[src/rtl/abs_move_pkg.sv]
package abs_move_pkg;

    // ----------------------------------------------------------------
    // Register map
    // ----------------------------------------------------------------
    localparam logic [5:0] OFS_CTRL = 6'h00;
    localparam logic [5:0] OFS_AXIS = 6'h04;
    localparam logic [5:0] OFS_POS = 6'h08;
    localparam logic [5:0] OFS_VEL = 6'h0C;
    localparam logic [5:0] OFS_ACC = 6'h10;
    localparam logic [5:0] OFS_DEC = 6'h14;
    localparam logic [5:0] OFS_JERK = 6'h18;
    localparam logic [5:0] OFS_MODE = 6'h1C;
    localparam logic [5:0] OFS_MODULO = 6'h20;
    localparam logic [5:0] OFS_STATUS = 6'h24;
    localparam logic [5:0] OFS_IRQ_STAT = 6'h28;
    localparam logic [5:0] OFS_IRQ_MASK = 6'h2C;

    // ----------------------------------------------------------------
    // Field positions and reset values
    // ----------------------------------------------------------------
    localparam int CTRL_EXEC_BIT = 0;
    localparam int CTRL_ROTARY_BIT = 1;
    localparam int MODE_DIR_LSB = 0;
    localparam int MODE_BUF_LSB = 4;
    localparam int STAT_CODE_LSB = 16;
    localparam int IRQ_DONE_BIT = 0;
    localparam int IRQ_ABORT_BIT = 1;
    localparam int IRQ_ERROR_BIT = 2;
    localparam logic [1:0] RESP_OKAY = 2'h0;
    localparam logic [1:0] RESP_SLVERR = 2'h2;

    typedef enum logic [2:0] {
        DIR_POSITIVE = 3'h1,
        DIR_SHORTEST = 3'h2,
        DIR_NEGATIVE = 3'h3,
        DIR_KEEP_CURRENT = 3'h4
    } direction_t;

    typedef enum logic [2:0] {
        MODE_ABORT_PREVIOUS = 3'h0,
        MODE_QUEUE_AFTER = 3'h1,
        MODE_BLEND_LOW = 3'h2,
        MODE_BLEND_PREV = 3'h3,
        MODE_BLEND_NEXT = 3'h4,
        MODE_BLEND_HIGH = 3'h5
    } buffering_mode_t;

    localparam direction_t DIR_RESET = DIR_POSITIVE;
    localparam buffering_mode_t MODE_RESET = MODE_ABORT_PREVIOUS;

    localparam logic [15:0] ERR_POSITION_RANGE = 16'h0001;
    localparam logic [15:0] ERR_PARAM_NOT_POSITIVE = 16'h0002;
    localparam logic [15:0] ERR_BAD_DIRECTION = 16'h0003;
    localparam logic [15:0] ERR_BAD_BUFFER_MODE = 16'h0004;

    typedef enum logic [2:0] {
        ST_IDLE = 3'b000,
        ST_START = 3'b001,
        ST_RUN = 3'b010,
        ST_DONE = 3'b011,
        ST_ABORTED = 3'b100,
        ST_ERROR = 3'b101
    } move_state_t;

    // Parameters of one move as handed to the trajectory engine.
    typedef struct packed {
        logic [7:0] axis;
        logic [31:0] position;
        logic [31:0] velocity;
        logic [31:0] acceleration;
        logic [31:0] deceleration;
        logic [31:0] jerk;
        direction_t direction;
        buffering_mode_t buffering_mode;
        logic rotary;
    } move_cmd_t;

    // Handshake outputs of the move command.
    typedef struct packed {
        logic done;
        logic busy;
        logic active;
        logic aborted_flag;
        logic error;
        logic [15:0] error_code;
    } move_status_t;

endpackage : abs_move_pkg

[src/rtl/absolute_move_command.sv]
// Local design decisions: the register offsets and the AXI4-Lite interface to the registers.
`timescale 1ns/100ps
module absolute_move_command
    import abs_move_pkg::*;
#(
    parameter int AXIS_COUNT = 8
) (
    // Clock and reset
    input wire logic aclk,
    input wire logic aresetn,
    // AXI4-Lite slave
    input wire logic [5:0] s_axi_awaddr,
    input wire logic s_axi_awvalid,
    output logic s_axi_awready,
    input wire logic [31:0] s_axi_wdata,
    input wire logic [3:0] s_axi_wstrb,
    input wire logic s_axi_wvalid,
    output logic s_axi_wready,
    output logic [1:0] s_axi_bresp,
    output logic s_axi_bvalid,
    input wire logic s_axi_bready,
    input wire logic [5:0] s_axi_araddr,
    input wire logic s_axi_arvalid,
    output logic s_axi_arready,
    output logic [31:0] s_axi_rdata,
    output logic [1:0] s_axi_rresp,
    output logic s_axi_rvalid,
    input wire logic s_axi_rready,
    // Trajectory engine pins, asynchronous to aclk
    input wire logic target_reached,
    input wire logic axis_taken_over,
    input wire logic axis_fault,
    input wire logic [15:0] axis_fault_code,
    // Move towards the trajectory engine and status
    output move_cmd_t move_cmd,
    output logic move_run,
    output move_status_t move_status,
    output logic irq
);

    // The axis field is eight bits wide, so no more than 256 axes can be addressed.
    if (AXIS_COUNT < 1 || AXIS_COUNT > 256) begin : g_bad_axis_count
        $error("AXIS_COUNT must lie between 1 and 256");
    end

    // ----------------------------------------------------------------
    // State
    // ----------------------------------------------------------------
    typedef struct packed {
        logic awready;
        logic wready;
        logic bvalid;
        logic [1:0] bresp;
        logic aw_got;
        logic w_got;
        logic [5:0] awaddr;
        logic [31:0] wdata;
        logic [3:0] wstrb;
        logic arready;
        logic rvalid;
        logic [1:0] rresp;
        logic [31:0] rdata;
        logic exec;
        logic rotary;
        move_cmd_t regs;
        logic [31:0] modulo;
        logic [2:0] irq_stat;
        logic [2:0] irq_mask;
        logic exec_d;
        move_state_t st;
        move_cmd_t cmd;
        logic run;
        move_status_t stat;
        logic irq;
        logic reach_s1;
        logic reach_s2;
        logic take_s1;
        logic take_s2;
        logic fault_s1;
        logic fault_s2;
        logic [15:0] code_s1;
        logic [15:0] code_s2;
    } state_t;

    state_t cur_ff;
    state_t nxt_cur;

    function automatic logic [31:0] merge(input logic [31:0] old, input logic [31:0] data,
                                          input logic [3:0] strb);
        logic [31:0] res;
        res = old;
        for (int i = 0; i < 4; i++) begin
            if (strb[i]) begin
                res[i*8 +: 8] = data[i*8 +: 8];
            end
        end
        return res;
    endfunction : merge

    function automatic logic [31:0] magnitude(input logic [31:0] v);
        return v[31] ? 32'(-v) : v;
    endfunction : magnitude

    // ----------------------------------------------------------------
    // Next state
    // ----------------------------------------------------------------
    logic [31:0] wval;
    logic [31:0] status_word;
    logic exec_rise;
    logic [15:0] check_code;

    always_comb begin
        nxt_cur = cur_ff;
        wval = 32'h0000_0000;
        status_word = 32'h0000_0000;
        exec_rise = cur_ff.exec && !cur_ff.exec_d;
        check_code = 16'h0000;

        // The first stage of each synchroniser feeds only its second stage.
        nxt_cur.reach_s1 = target_reached;
        nxt_cur.reach_s2 = cur_ff.reach_s1;
        nxt_cur.take_s1 = axis_taken_over;
        nxt_cur.take_s2 = cur_ff.take_s1;
        nxt_cur.fault_s1 = axis_fault;
        nxt_cur.fault_s2 = cur_ff.fault_s1;
        nxt_cur.code_s1 = axis_fault_code;
        nxt_cur.code_s2 = cur_ff.code_s1;
        nxt_cur.exec_d = cur_ff.exec;

        // Write channel: address and data are taken in either order.
        if (s_axi_awvalid && cur_ff.awready) begin
            nxt_cur.aw_got = 1'b1;
            nxt_cur.awaddr = s_axi_awaddr;
        end
        if (s_axi_wvalid && cur_ff.wready) begin
            nxt_cur.w_got = 1'b1;
            nxt_cur.wdata = s_axi_wdata;
            nxt_cur.wstrb = s_axi_wstrb;
        end
        if (cur_ff.bvalid && s_axi_bready) begin
            nxt_cur.bvalid = 1'b0;
        end
        if (cur_ff.aw_got && cur_ff.w_got && !cur_ff.bvalid) begin
            nxt_cur.aw_got = 1'b0;
            nxt_cur.w_got = 1'b0;
            nxt_cur.bvalid = 1'b1;
            nxt_cur.bresp = RESP_OKAY;
            case ({cur_ff.awaddr[5:2], 2'b00})
                OFS_CTRL: begin
                    wval = merge({30'h0, cur_ff.rotary, cur_ff.exec}, cur_ff.wdata,
                                 cur_ff.wstrb);
                    nxt_cur.exec = wval[CTRL_EXEC_BIT];
                    nxt_cur.rotary = wval[CTRL_ROTARY_BIT];
                end
                OFS_AXIS: begin
                    wval = merge({24'h0, cur_ff.regs.axis}, cur_ff.wdata, cur_ff.wstrb);
                    nxt_cur.regs.axis = wval[7:0];
                end
                OFS_POS: nxt_cur.regs.position = merge(cur_ff.regs.position, cur_ff.wdata,
                                                       cur_ff.wstrb);
                OFS_VEL: nxt_cur.regs.velocity = merge(cur_ff.regs.velocity, cur_ff.wdata,
                                                       cur_ff.wstrb);
                OFS_ACC: nxt_cur.regs.acceleration = merge(cur_ff.regs.acceleration,
                                                           cur_ff.wdata, cur_ff.wstrb);
                OFS_DEC: nxt_cur.regs.deceleration = merge(cur_ff.regs.deceleration,
                                                           cur_ff.wdata, cur_ff.wstrb);
                OFS_JERK: nxt_cur.regs.jerk = merge(cur_ff.regs.jerk, cur_ff.wdata,
                                                    cur_ff.wstrb);
                OFS_MODE: begin
                    wval = merge({25'h0, cur_ff.regs.buffering_mode, 1'b0,
                                  cur_ff.regs.direction}, cur_ff.wdata, cur_ff.wstrb);
                    nxt_cur.regs.direction = direction_t'(wval[MODE_DIR_LSB +: 3]);
                    nxt_cur.regs.buffering_mode = buffering_mode_t'(wval[MODE_BUF_LSB +: 3]);
                end
                OFS_MODULO: nxt_cur.modulo = merge(cur_ff.modulo, cur_ff.wdata, cur_ff.wstrb);
                OFS_IRQ_STAT: begin
                    // Write one to clear; a new event in the same cycle is set again below.
                    if (cur_ff.wstrb[0]) begin
                        nxt_cur.irq_stat = cur_ff.irq_stat & ~cur_ff.wdata[2:0];
                    end
                end
                OFS_IRQ_MASK: begin
                    if (cur_ff.wstrb[0]) begin
                        nxt_cur.irq_mask = cur_ff.wdata[2:0];
                    end
                end
                OFS_STATUS: nxt_cur.bresp = RESP_OKAY;
                default: nxt_cur.bresp = RESP_SLVERR;
            endcase
        end
        nxt_cur.awready = !nxt_cur.aw_got && !nxt_cur.bvalid;
        nxt_cur.wready = !nxt_cur.w_got && !nxt_cur.bvalid;

        // Read channel.
        status_word = {cur_ff.stat.error_code, 11'h000, cur_ff.stat.error,
                       cur_ff.stat.aborted_flag, cur_ff.stat.active, cur_ff.stat.busy,
                       cur_ff.stat.done};
        if (cur_ff.rvalid && s_axi_rready) begin
            nxt_cur.rvalid = 1'b0;
        end
        if (s_axi_arvalid && cur_ff.arready) begin
            nxt_cur.rvalid = 1'b1;
            nxt_cur.rresp = RESP_OKAY;
            case ({s_axi_araddr[5:2], 2'b00})
                OFS_CTRL: nxt_cur.rdata = {30'h0, cur_ff.rotary, cur_ff.exec};
                OFS_AXIS: nxt_cur.rdata = {24'h0, cur_ff.regs.axis};
                OFS_POS: nxt_cur.rdata = cur_ff.regs.position;
                OFS_VEL: nxt_cur.rdata = cur_ff.regs.velocity;
                OFS_ACC: nxt_cur.rdata = cur_ff.regs.acceleration;
                OFS_DEC: nxt_cur.rdata = cur_ff.regs.deceleration;
                OFS_JERK: nxt_cur.rdata = cur_ff.regs.jerk;
                OFS_MODE: nxt_cur.rdata = {25'h0, cur_ff.regs.buffering_mode, 1'b0,
                                           cur_ff.regs.direction};
                OFS_MODULO: nxt_cur.rdata = cur_ff.modulo;
                OFS_STATUS: nxt_cur.rdata = status_word;
                OFS_IRQ_STAT: nxt_cur.rdata = {29'h0, cur_ff.irq_stat};
                OFS_IRQ_MASK: nxt_cur.rdata = {29'h0, cur_ff.irq_mask};
                default: begin
                    nxt_cur.rdata = 32'h0000_0000;
                    nxt_cur.rresp = RESP_SLVERR;
                end
            endcase
        end
        nxt_cur.arready = !nxt_cur.rvalid;

        // Parameter check of the captured move.
        if (cur_ff.cmd.velocity[31] || cur_ff.cmd.velocity == 32'h0 ||
            cur_ff.cmd.acceleration[31] || cur_ff.cmd.acceleration == 32'h0 ||
            cur_ff.cmd.deceleration[31] || cur_ff.cmd.deceleration == 32'h0 ||
            cur_ff.cmd.jerk[31] || cur_ff.cmd.jerk == 32'h0 ||
            32'(cur_ff.cmd.axis) >= 32'(AXIS_COUNT)) begin
            check_code = ERR_PARAM_NOT_POSITIVE;
        end else if (cur_ff.cmd.rotary &&
                     magnitude(cur_ff.cmd.position) >= cur_ff.modulo) begin
            check_code = ERR_POSITION_RANGE;
        end else if (cur_ff.cmd.rotary && (cur_ff.cmd.direction < DIR_POSITIVE ||
                     cur_ff.cmd.direction > DIR_KEEP_CURRENT)) begin
            check_code = ERR_BAD_DIRECTION;
        end else if (cur_ff.cmd.buffering_mode > MODE_BLEND_HIGH) begin
            check_code = ERR_BAD_BUFFER_MODE;
        end

        // ----------------------------------------------------------------
        // Move sequencer
        // ----------------------------------------------------------------
        case (cur_ff.st)
            ST_IDLE: begin
                if (exec_rise) begin
                    nxt_cur.cmd = cur_ff.regs;
                    nxt_cur.cmd.rotary = cur_ff.rotary;
                    nxt_cur.st = ST_START;
                    nxt_cur.stat.busy = 1'b1;
                end
            end
            ST_START: begin
                // Rises and falls of the start request are not looked at here.
                if (check_code != 16'h0000) begin
                    nxt_cur.st = ST_ERROR;
                    nxt_cur.stat.busy = 1'b0;
                    nxt_cur.stat.error = 1'b1;
                    nxt_cur.stat.error_code = check_code;
                end else begin
                    nxt_cur.st = ST_RUN;
                    nxt_cur.stat.active = 1'b1;
                    nxt_cur.run = 1'b1;
                end
            end
            ST_RUN: begin
                if (cur_ff.fault_s2) begin
                    nxt_cur.st = ST_ERROR;
                    nxt_cur.stat.error = 1'b1;
                    nxt_cur.stat.error_code = cur_ff.code_s2;
                end else if (cur_ff.take_s2) begin
                    nxt_cur.st = ST_ABORTED;
                    nxt_cur.stat.aborted_flag = 1'b1;
                    nxt_cur.cmd.position = 32'h0000_0000;
                end else if (cur_ff.reach_s2) begin
                    nxt_cur.st = ST_DONE;
                    nxt_cur.stat.done = 1'b1;
                end
                if (cur_ff.fault_s2 || cur_ff.take_s2 || cur_ff.reach_s2) begin
                    nxt_cur.stat.busy = 1'b0;
                    nxt_cur.stat.active = 1'b0;
                    nxt_cur.run = 1'b0;
                end
            end
            ST_DONE, ST_ABORTED, ST_ERROR: begin
                // A low start request ends the flag, at once or after one period.
                if (!cur_ff.exec) begin
                    nxt_cur.st = ST_IDLE;
                    nxt_cur.stat.done = 1'b0;
                    nxt_cur.stat.aborted_flag = 1'b0;
                    nxt_cur.stat.error = 1'b0;
                    nxt_cur.stat.error_code = 16'h0000;
                end
            end
            default: begin
                nxt_cur.st = ST_IDLE;
            end
        endcase

        // Sticky events win over a clear written in the same cycle.
        if (nxt_cur.stat.done && !cur_ff.stat.done) begin
            nxt_cur.irq_stat[IRQ_DONE_BIT] = 1'b1;
        end
        if (nxt_cur.stat.aborted_flag && !cur_ff.stat.aborted_flag) begin
            nxt_cur.irq_stat[IRQ_ABORT_BIT] = 1'b1;
        end
        if (nxt_cur.stat.error && !cur_ff.stat.error) begin
            nxt_cur.irq_stat[IRQ_ERROR_BIT] = 1'b1;
        end
        nxt_cur.irq = |(nxt_cur.irq_stat & nxt_cur.irq_mask);
    end

    always_ff @(posedge aclk) begin
        if (!aresetn) begin
            cur_ff <= '0;
            cur_ff.regs.direction <= DIR_RESET;
            cur_ff.regs.buffering_mode <= MODE_RESET;
            cur_ff.cmd.direction <= DIR_RESET;
            cur_ff.cmd.buffering_mode <= MODE_RESET;
            cur_ff.st <= ST_IDLE;
        end else begin
            cur_ff <= nxt_cur;
        end
    end

    // ----------------------------------------------------------------
    // Outputs
    // ----------------------------------------------------------------
    assign s_axi_awready = cur_ff.awready;
    assign s_axi_wready = cur_ff.wready;
    assign s_axi_bvalid = cur_ff.bvalid;
    assign s_axi_bresp = cur_ff.bresp;
    assign s_axi_arready = cur_ff.arready;
    assign s_axi_rvalid = cur_ff.rvalid;
    assign s_axi_rresp = cur_ff.rresp;
    assign s_axi_rdata = cur_ff.rdata;
    assign move_cmd = cur_ff.cmd;
    assign move_run = cur_ff.run;
    assign move_status = cur_ff.stat;
    assign irq = cur_ff.irq;
endmodule : absolute_move_command
[config.mk]
export PLATFORM = sky130hd
export DESIGN_NAME = absolute_move_command
export DESIGN_NICKNAME = d
export VERILOG_FILES = /design/src/rtl/abs_move_pkg.sv /design/src/rtl/absolute_move_command.sv
export SDC_FILE = /design/constraint.sdc
export NUM_CORES = 1
export LEC_CHECK = 0
export BUFFER_PORTS_ARGS = -buffer_cell sky130_fd_sc_hd__buf_4
export CAP_MARGIN = 20
export CORE_MARGIN = 8
export CORE_UTILIZATION = 30
export CTS_BUF_LIST = sky130_fd_sc_hd__clkbuf_8 sky130_fd_sc_hd__clkbuf_16
export CTS_CLUSTER_SIZE = 25
export DETAILED_ROUTE_END_ITERATION = 10
export GPL_TIMING_DRIVEN = 0
export PLACE_DENSITY = 0.56
export SKIP_LAST_GASP = 1
export SLEW_MARGIN = 15
export SYNTH_ARGS = -nofsm -noshare
export SYNTH_HDL_FRONTEND = slang
export SYNTH_SLANG_ARGS = --single-unit
export TNS_END_PERCENT = 100
[constraint.sdc]
create_clock -name aclk -period 9.3 [get_ports aclk]
set_clock_uncertainty 0.05 [all_clocks]
set_input_delay 1.395 -clock aclk [delete_from_list [all_inputs] [get_ports aclk]]
set_output_delay 1.395 -clock aclk [all_outputs]
set_load 0.02 [all_outputs]
==> qor.yml, run 1 <==
hold_viol: 0
rows: 102
htreeDepth: 2
arrival_ps: 6040
min_period_ps: 5640
numCtsBuffers: 57
setup.worst_path.class: "reg -> reg"
finalWirelength_um: 102000
antenna_found_initial: 2
reg2regPathDepth: 19
synth.avg_cell_area_um2: 8.28
ys_top_cells_by_area: "dfxtp_1, nand2_1, a21oi_1, buf_4, mux2i_1"
synth_top_cell_by_area: "dfxtp_1"
final-max-slew-violation-count: 0
die_y_um: 295
cts.path.max_buffers: 3
grt_pass1_wl_um: 145000
p_leak_nw: 11.8
worstHoldStart: "cur_ff[20]$_SDFF_PN0_"
synthDistinctLibCells: 67
dieArea_um2: 87300
rrSetupSlack_ps: 3660
syn_area_um2: 23400
antenna_left: 0
cts_sinks: 534
min_to: "cur_ff[4]$_SDFF_PN0_"
initial_core_util_pct: 30.3
tns_ps: 0
syn_inst: 2830
dpl.hpwl_um: 80700
postCtsSetupRepairBufs: 0
synth_top_area_share_pct: 45.6
via_per_inst: 5.12
fin_nets: 3306
r2r-end: "move_status[2]$_SDFFE_PN0P_"
comb_power_share_pct: 3.7
yosysSeqAreaShare_pct: 45.6
start_kind: "flip-flop"
rsz0062_at_grt: "false"
crit_required_ps: 9700
final_layout_size_suffix_gt1_share_pct: 20.4
grt_overflow_total: 0
synthToLayoutAreaGrowth_pct: 23.8
critPathMaxFanout: 10
holdPathStages: 1
fmax_mhz: 177
gp_congestion: 0.995
clockPowerShare_pct: 48.4
track_usage_pct: 22.3
maxSlewHeadroom_pct: 11.4
synth_ff_type: "dfxtp_1"
n_antenna_cell: 0
yosys_warnings: 0
dieWidth_um: 295
setup_viol: 0
port_buffers: 304
cap_violations: 0
ys_ff_latch: 534
design_power_total_mw: 4.87
wl_per_cell_um: 23.8
worst_setup_path_end_kind: "flip-flop"
seq_power_share_pct: 47.9
timing.rr.start: "move_cmd[135]$_SDFFE_PN0P_"
cts_tree: "yes"
drtIter0Drc: 2379
core_area_um2: 77300
power_density_nw_per_um2: 168
post_cts_resized: 0
pin_count: 313
drtPass1Iterations: 9
grt_pass1_vias: 20800
grt_start_max_net_pins: 16
synth-edff-count: 0
status: "complete, no violations"
path_clk_slew_ps: 60
root_buffer: "clkbuf_16"
holdBufCountCts: 0
hold_class: "reg -> reg"
insertion_delay_ps: 640
ir_worst_vdd_mv: 0.125
drc: 0
cell_internal_pwr_mw: 3.71
ys_async_sr_fraction_pct: 0
period_share_pct: 60.6
tightest_slew_ps: 1310
p_sw_share_pct: 23.7
switchingPower_mw: 1.15
vias: 21900
-- state kept, by name (all words and copies together) (netlist names), 20 cells and up --
name,flops
move_status,20
move_cmd,175
s_axi_rdata,32
cur_ff,298
-- per-layer routing --
layer / wire length, um / track usage [%] / part of all wire (%)
met5: 13 / 0 / 0.013
met2: 44600 / 35.0 / 44
met1: 43000 / 29.9 / 42
met4: 4400 / 8.56 / 4.3
met3: 9870 / 4.67 / 9.7
-- cell type report --
| type | count | area (um2) |
|---|---|---|
| clock buffer | 70 | 1610 |
| inverter | 45 | 169 |
| multi-input combinational | 1836 | 10200 |
| sequential | 534 | 10700 |
| timing repair buffer | 309 | 2320 |
| buffer | 416 | 2430 |
| clock inverter | 32 | 320 |
| tap | 1040 | 1300 |
| fill | 8140 | 48300 |
-- how the worst max path moves through the flow --
stage                                           from                           to  slack (ps)  cells after the start
final                     move_cmd[135]$_SDFFE_PN0P_  move_status[2]$_SDFFE_PN0P_        3660                     19
after global routing      move_cmd[135]$_SDFFE_PN0P_  move_status[2]$_SDFFE_PN0P_        3420                     19
after CTS                 move_cmd[135]$_SDFFE_PN0P_  move_status[2]$_SDFFE_PN0P_        3670                     19
after detailed placement  move_cmd[135]$_SDFFE_PN0P_  move_status[2]$_SDFFE_PN0P_        3720                     19
after floorplan           move_cmd[136]$_SDFFE_PN0P_  move_status[2]$_SDFFE_PN0P_        4840                     16
after global placement    move_cmd[135]$_SDFFE_PN0P_  move_status[2]$_SDFFE_PN0P_        3650                     19
-- worst max-delay path, stage by stage, from the launching register on --
cell and delay [ps]:
dfxtp_1 400, inv_1 130, ha_1 170, nand2b_1 80, or4_1 410, clkbuf_1 190
or4b_1 590, nand2b_4 200, or2_1 290, o31ai_2 210, xnor2_1 150, ha_1 260
and4_1 210, and2_0 150, a222oi_1 540, and3_1 280, a21o_1 290, a31o_2 290
clkbuf_1 430, a221oi_1 160
-- logic make-up (layout without fill, tap and decap cells) --
| logic type | Yosys count | after routing | share of synthesized area, % |
|---|---|---|---|
| XOR/XNOR | 30 | 30 | 1.12 |
| multiplexers | 125 | 125 | 5.35 |
| other | 1 | 2 | 0.0160 |
| AND/OR/NAND/NOR | 1053 | 1053 | 19.8 |
| AO/OA/AOI/OAI | 593 | 593 | 15.2 |
| adder cells (fa/ha/maj) | 33 | 33 | 1.76 |
| buffers and inverters | 461 | 872 | 11.1 |
| flip-flops | 534 | 534 | 45.6 |
-- power by group through the flow --
| stage | clock network (mW) | registers (mW) | logic [mW] |
|---|---|---|---|
| 5_1_grt | 2.47 | 2.33 | 0.192 |
| 4_1_cts | 2.38 | 2.33 | 0.180 |
| 2_1_floorplan | 0 | 2.37 | 0.0840 |
| 6_report | 2.35 | 2.33 | 0.182 |
| 3_3_place_gp | 0 | 2.38 | 0.179 |
| 3_5_place_dp | 0 | 2.38 | 0.179 |
-- placed cells by master (no fill, tap or decap), types with 5 or more instances in the layout --
cell type,instances
a21o_1,5
a21oi_1,367
a221oi_1,6
a222oi_1,20
a22o_1,5
a22oi_1,73
a31oi_1,33
a32o_1,14
and2_1,42
and3_1,5
buf_1,12
buf_4,540
bufinv_16,5
clkbuf_1,172
clkbuf_16,57
clkbuf_8,13
clkinv_2,11
dfxtp_1,534
ha_1,33
inv_1,51
mux2i_1,124
nand2_1,561
nand2b_1,15
nand3_1,137
nand4_1,10
nor2_1,182
nor2b_1,5
nor3_1,15
nor4_1,39
o21ai_0,31
o31ai_1,7
o41ai_1,5
xnor2_1,30
-- Yosys cell counts, types with 3 or more instances --
cell type    n
a21o_1       5
nand2_1    561
dfxtp_1    534
clkbuf_1   172
a22o_1       5
mux2i_1    124
a221oi_1     6
nor2b_1      5
a222oi_1    20
o22ai_1      3
nor4b_1      4
a32o_1      14
nand2b_1    15
o41ai_1      5
nand3_1    137
o21ai_0     31
and4_1       4
and2_1      42
buf_4      232
buf_1       12
inv_1       44
nor4_1      39
nand4_1     10
a21oi_1    367
ha_1        33
a31oi_1     33
nand3b_1     4
a22oi_1     73
or2_2        4
a31o_2       3
and3_1       5
nor2_1     182
xnor2_1     30
o31ai_1      7
and2_0       4
nor3_1      18
-- stage by stage --
| stage | instances | utilization (%) | hold slack, ps | instance area [um2] | setup WS, ps |
|---|---|---|---|---|---|
| final | 4282 | 37.5 | 379 | 29000 | 3660 |
| after global routing | 4282 | 37.5 | 398 | 29000 | 3420 |
| after CTS | 4282 | 37.5 | 381 | 29000 | 3670 |
| after detailed placement | 4180 | 35.0 | 368 | 27100 | 3720 |
| after global placement | 4175 | 34.9 | 367 | 27000 | 3650 |
| after floorplan | 2831 | - | 362 | 23400 | 4840 |
Power figures use the tool's default switching activity.
==> run 2, diff against run 1 <==
ABC_AREA = 1   (was default)
PLACE_DENSITY = 0.58   (was 0.56)
clock period = 4.5 ns   (was 9.3 ns; I/O delays follow)
==> qor.yml, run 2 <==
port_buffers: 305
die_y_um: 295
syn_inst: 3122
pin_count: 313
final.fill_count: 8294
synth.avg_cell_area_um2: 7.50
cts.path.max_buffers: 3
initial_core_util_pct: 30.3
min_period_ps: 4030
tightest_slew_ps: 1150
grt_pass1_vias: 21800
p_leak_nw: 13.0
cp-startpoint: "move_cmd[135]$_SDFFE_PN0P_"
final-max-slew-violation-count: 0
endpoint: "move_status[12]$_SDFFE_PN0P_"
dpl.hpwl_um: 83700
post_cts_resized: 0
syn_area_um2: 23400
yosys_warnings: 0
dieArea_um2: 87200
largest-register: "cur_ff"
gp_congestion: 1.01
synthToLayoutAreaGrowth_pct: 23.8
timing.rr.start: "move_cmd[135]$_SDFFE_PN0P_"
cap_violations: 0
worst_setup_path_end_kind: "flip-flop"
synth_top_area_share_pct: 45.7
fmax_mhz: 248
maxSlewHeadroom_pct: 23.6
grt_pass1_wl_um: 149000
final_core_util_pct: 37.5
wl_per_cell_um: 23.2
synth-edff-count: 0
drc: 0
setup_viol: 0
worstHoldStart: "axis_fault_code[0]"
critPathMaxFanout: 10
ir_worst_vdd_mv: 0.342
setup.worst_path.class: "reg -> reg"
core_area_um2: 77300
track_usage_pct: 23.3
fin_nets: 3595
synth_common_cells: "nor2_1, dfxtp_1, o21ai_0, a21oi_1, nand2_1"
htreeDepth: 2
synthDistinctLibCells: 47
postCtsSetupRepairBufs: 0
grt_start_max_net_pins: 16
rsz0062_at_grt: "false"
largest_reg_flops: 298
finalWirelength_um: 106000
drtPass1Iterations: 8
vias: 23000
ys_top_cells_by_area: "dfxtp_1, o21ai_0, nor2_1, buf_4, a21oi_1"
tns_ps: 0
power_density_nw_per_um2: 356
final_cell_mix: "nor2_1, buf_4, dfxtp_1, o21ai_0, a21oi_1"
cts_tree: "yes"
antenna_left: 0
rrSetupSlack_ps: 470
grt_overflow_total: 0
ys_async_sr_fraction_pct: 0
start_kind: "flip-flop"
crit_required_ps: 4930
holdBufCountCts: 0
drtIter0Drc: 2493
final_common_cell: "nor2_1"
cts_sinks: 534
holdPathStages: 3
arrival_ps: 4460
antenna_found_initial: 6
synth_ff_type: "dfxtp_1"
hold_class: "in -> reg"
status: "complete, no violations"
r2r-end: "move_status[12]$_SDFFE_PN0P_"
period_share_pct: 89.5
rows: 102
synth.most_common_cell: "nor2_1"
numCtsBuffers: 58
ys_ff_latch: 534
path_clk_slew_ps: 60
yosysSeqAreaShare_pct: 45.7
dieWidth_um: 295
insertion_delay_ps: 640
via_per_inst: 5.02
synth_top_cell_by_area: "dfxtp_1"
hold_viol: 0
reg2regPathDepth: 26
final_layout_size_suffix_gt1_share_pct: 20.0
root_buffer: "clkbuf_16"
run 2: cell families after synthesis:
kind of cell | after synthesis | share of synthesized area (%)
AO/OA/AOI/OAI | 916 | 20.8
XOR/XNOR | 27 | 1.01
adder cells (fa/ha/maj) | 33 | 1.76
buffers and inverters | 673 | 14.7
flip-flops | 534 | 45.7
other | 1 | 0.0160
AND/OR/NAND/NOR | 938 | 16.1
run 2: stage by stage:
stage	setup slack, ps	area (um2)	hold slack (ps)	total power, mW	instances
2_1_floorplan	1380	23400	340	5.17	3123
3_3_place_gp	522	27000	344	5.46	4468
3_5_place_dp	489	27000	346	5.46	4468
4_1_cts	494	29000	135	10.3	4574
5_1_grt	6.14	29000	158	10.6	4576
6_report	474	29000	167	10.3	4576
run 2: cell type report:
type	count	area, um2	area share (%)
Sequential cell	534	10700	36.9
Multi-Input combinational cell	1916	9290	32.1
Buffer	385	2350	8.13
Timing Repair Buffer	305	2290	7.90
Clock buffer	76	1700	5.86
Tap cell	1040	1300	4.49
Inverter	288	1080	3.73
Clock inverter	30	267	0.920
Antenna cell	2	5.00	0.0173
run 2: critical path, stage by stage (launching register included):
cell and delay, ps:
dfxtp_1 350, inv_2 90, ha_1 170, inv_1 70, nor2_1 130, nand2_1 180
nor3_2 200, nand2_2 100, nor2_2 80, nand2_1 80, nor2_2 190, a21oi_1 170
a211oi_1 210, nor2_1 80, ha_1 280, nand2_1 40, nor2_1 120, nand4_1 130
a21oi_1 140, nor2_1 60, nand2_2 190, a21oi_2 120, nand3_2 120, nand3_2 190
buf_6 210, nand2_1 60, a21oi_1 50
run 2: how the worst min path moves through the flow:
stage and to:
4_1_cts cur_ff[16]$_SDFF_PN0_, 3_5_place_dp cur_ff[0]$_SDFF_PN0_, 3_3_place_gp cur_ff[32]$_SDFF_PN0_, 6_report cur_ff[16]$_SDFF_PN0_
2_1_floorplan cur_ff[0]$_SDFF_PN0_, 5_1_grt cur_ff[19]$_SDFF_PN0_
run 2: power breakdown:
part / leakage, nW / switching [mW] / internal, mW
Sequential: 4.32 / 0.0869 / 4.78
Clock: 1.03 / 2.07 / 2.87
Combinational: 7.67 / 0.363 / 0.139
Total: 13.0 / 2.53 / 7.79
run 2: routing by layer:
| metal | routed length [um] | track usage [%] | vias up |
|---|---|---|---|
| met5 | 0 | 0 | - |
| met2 | 47600 | 37.8 | 1206 |
| li1 | - | - | 10700 |
| met3 | 10000 | 4.69 | 241 |
| met1 | 43400 | 30.1 | 10800 |
| met4 | 4900 | 9.64 | 0 |
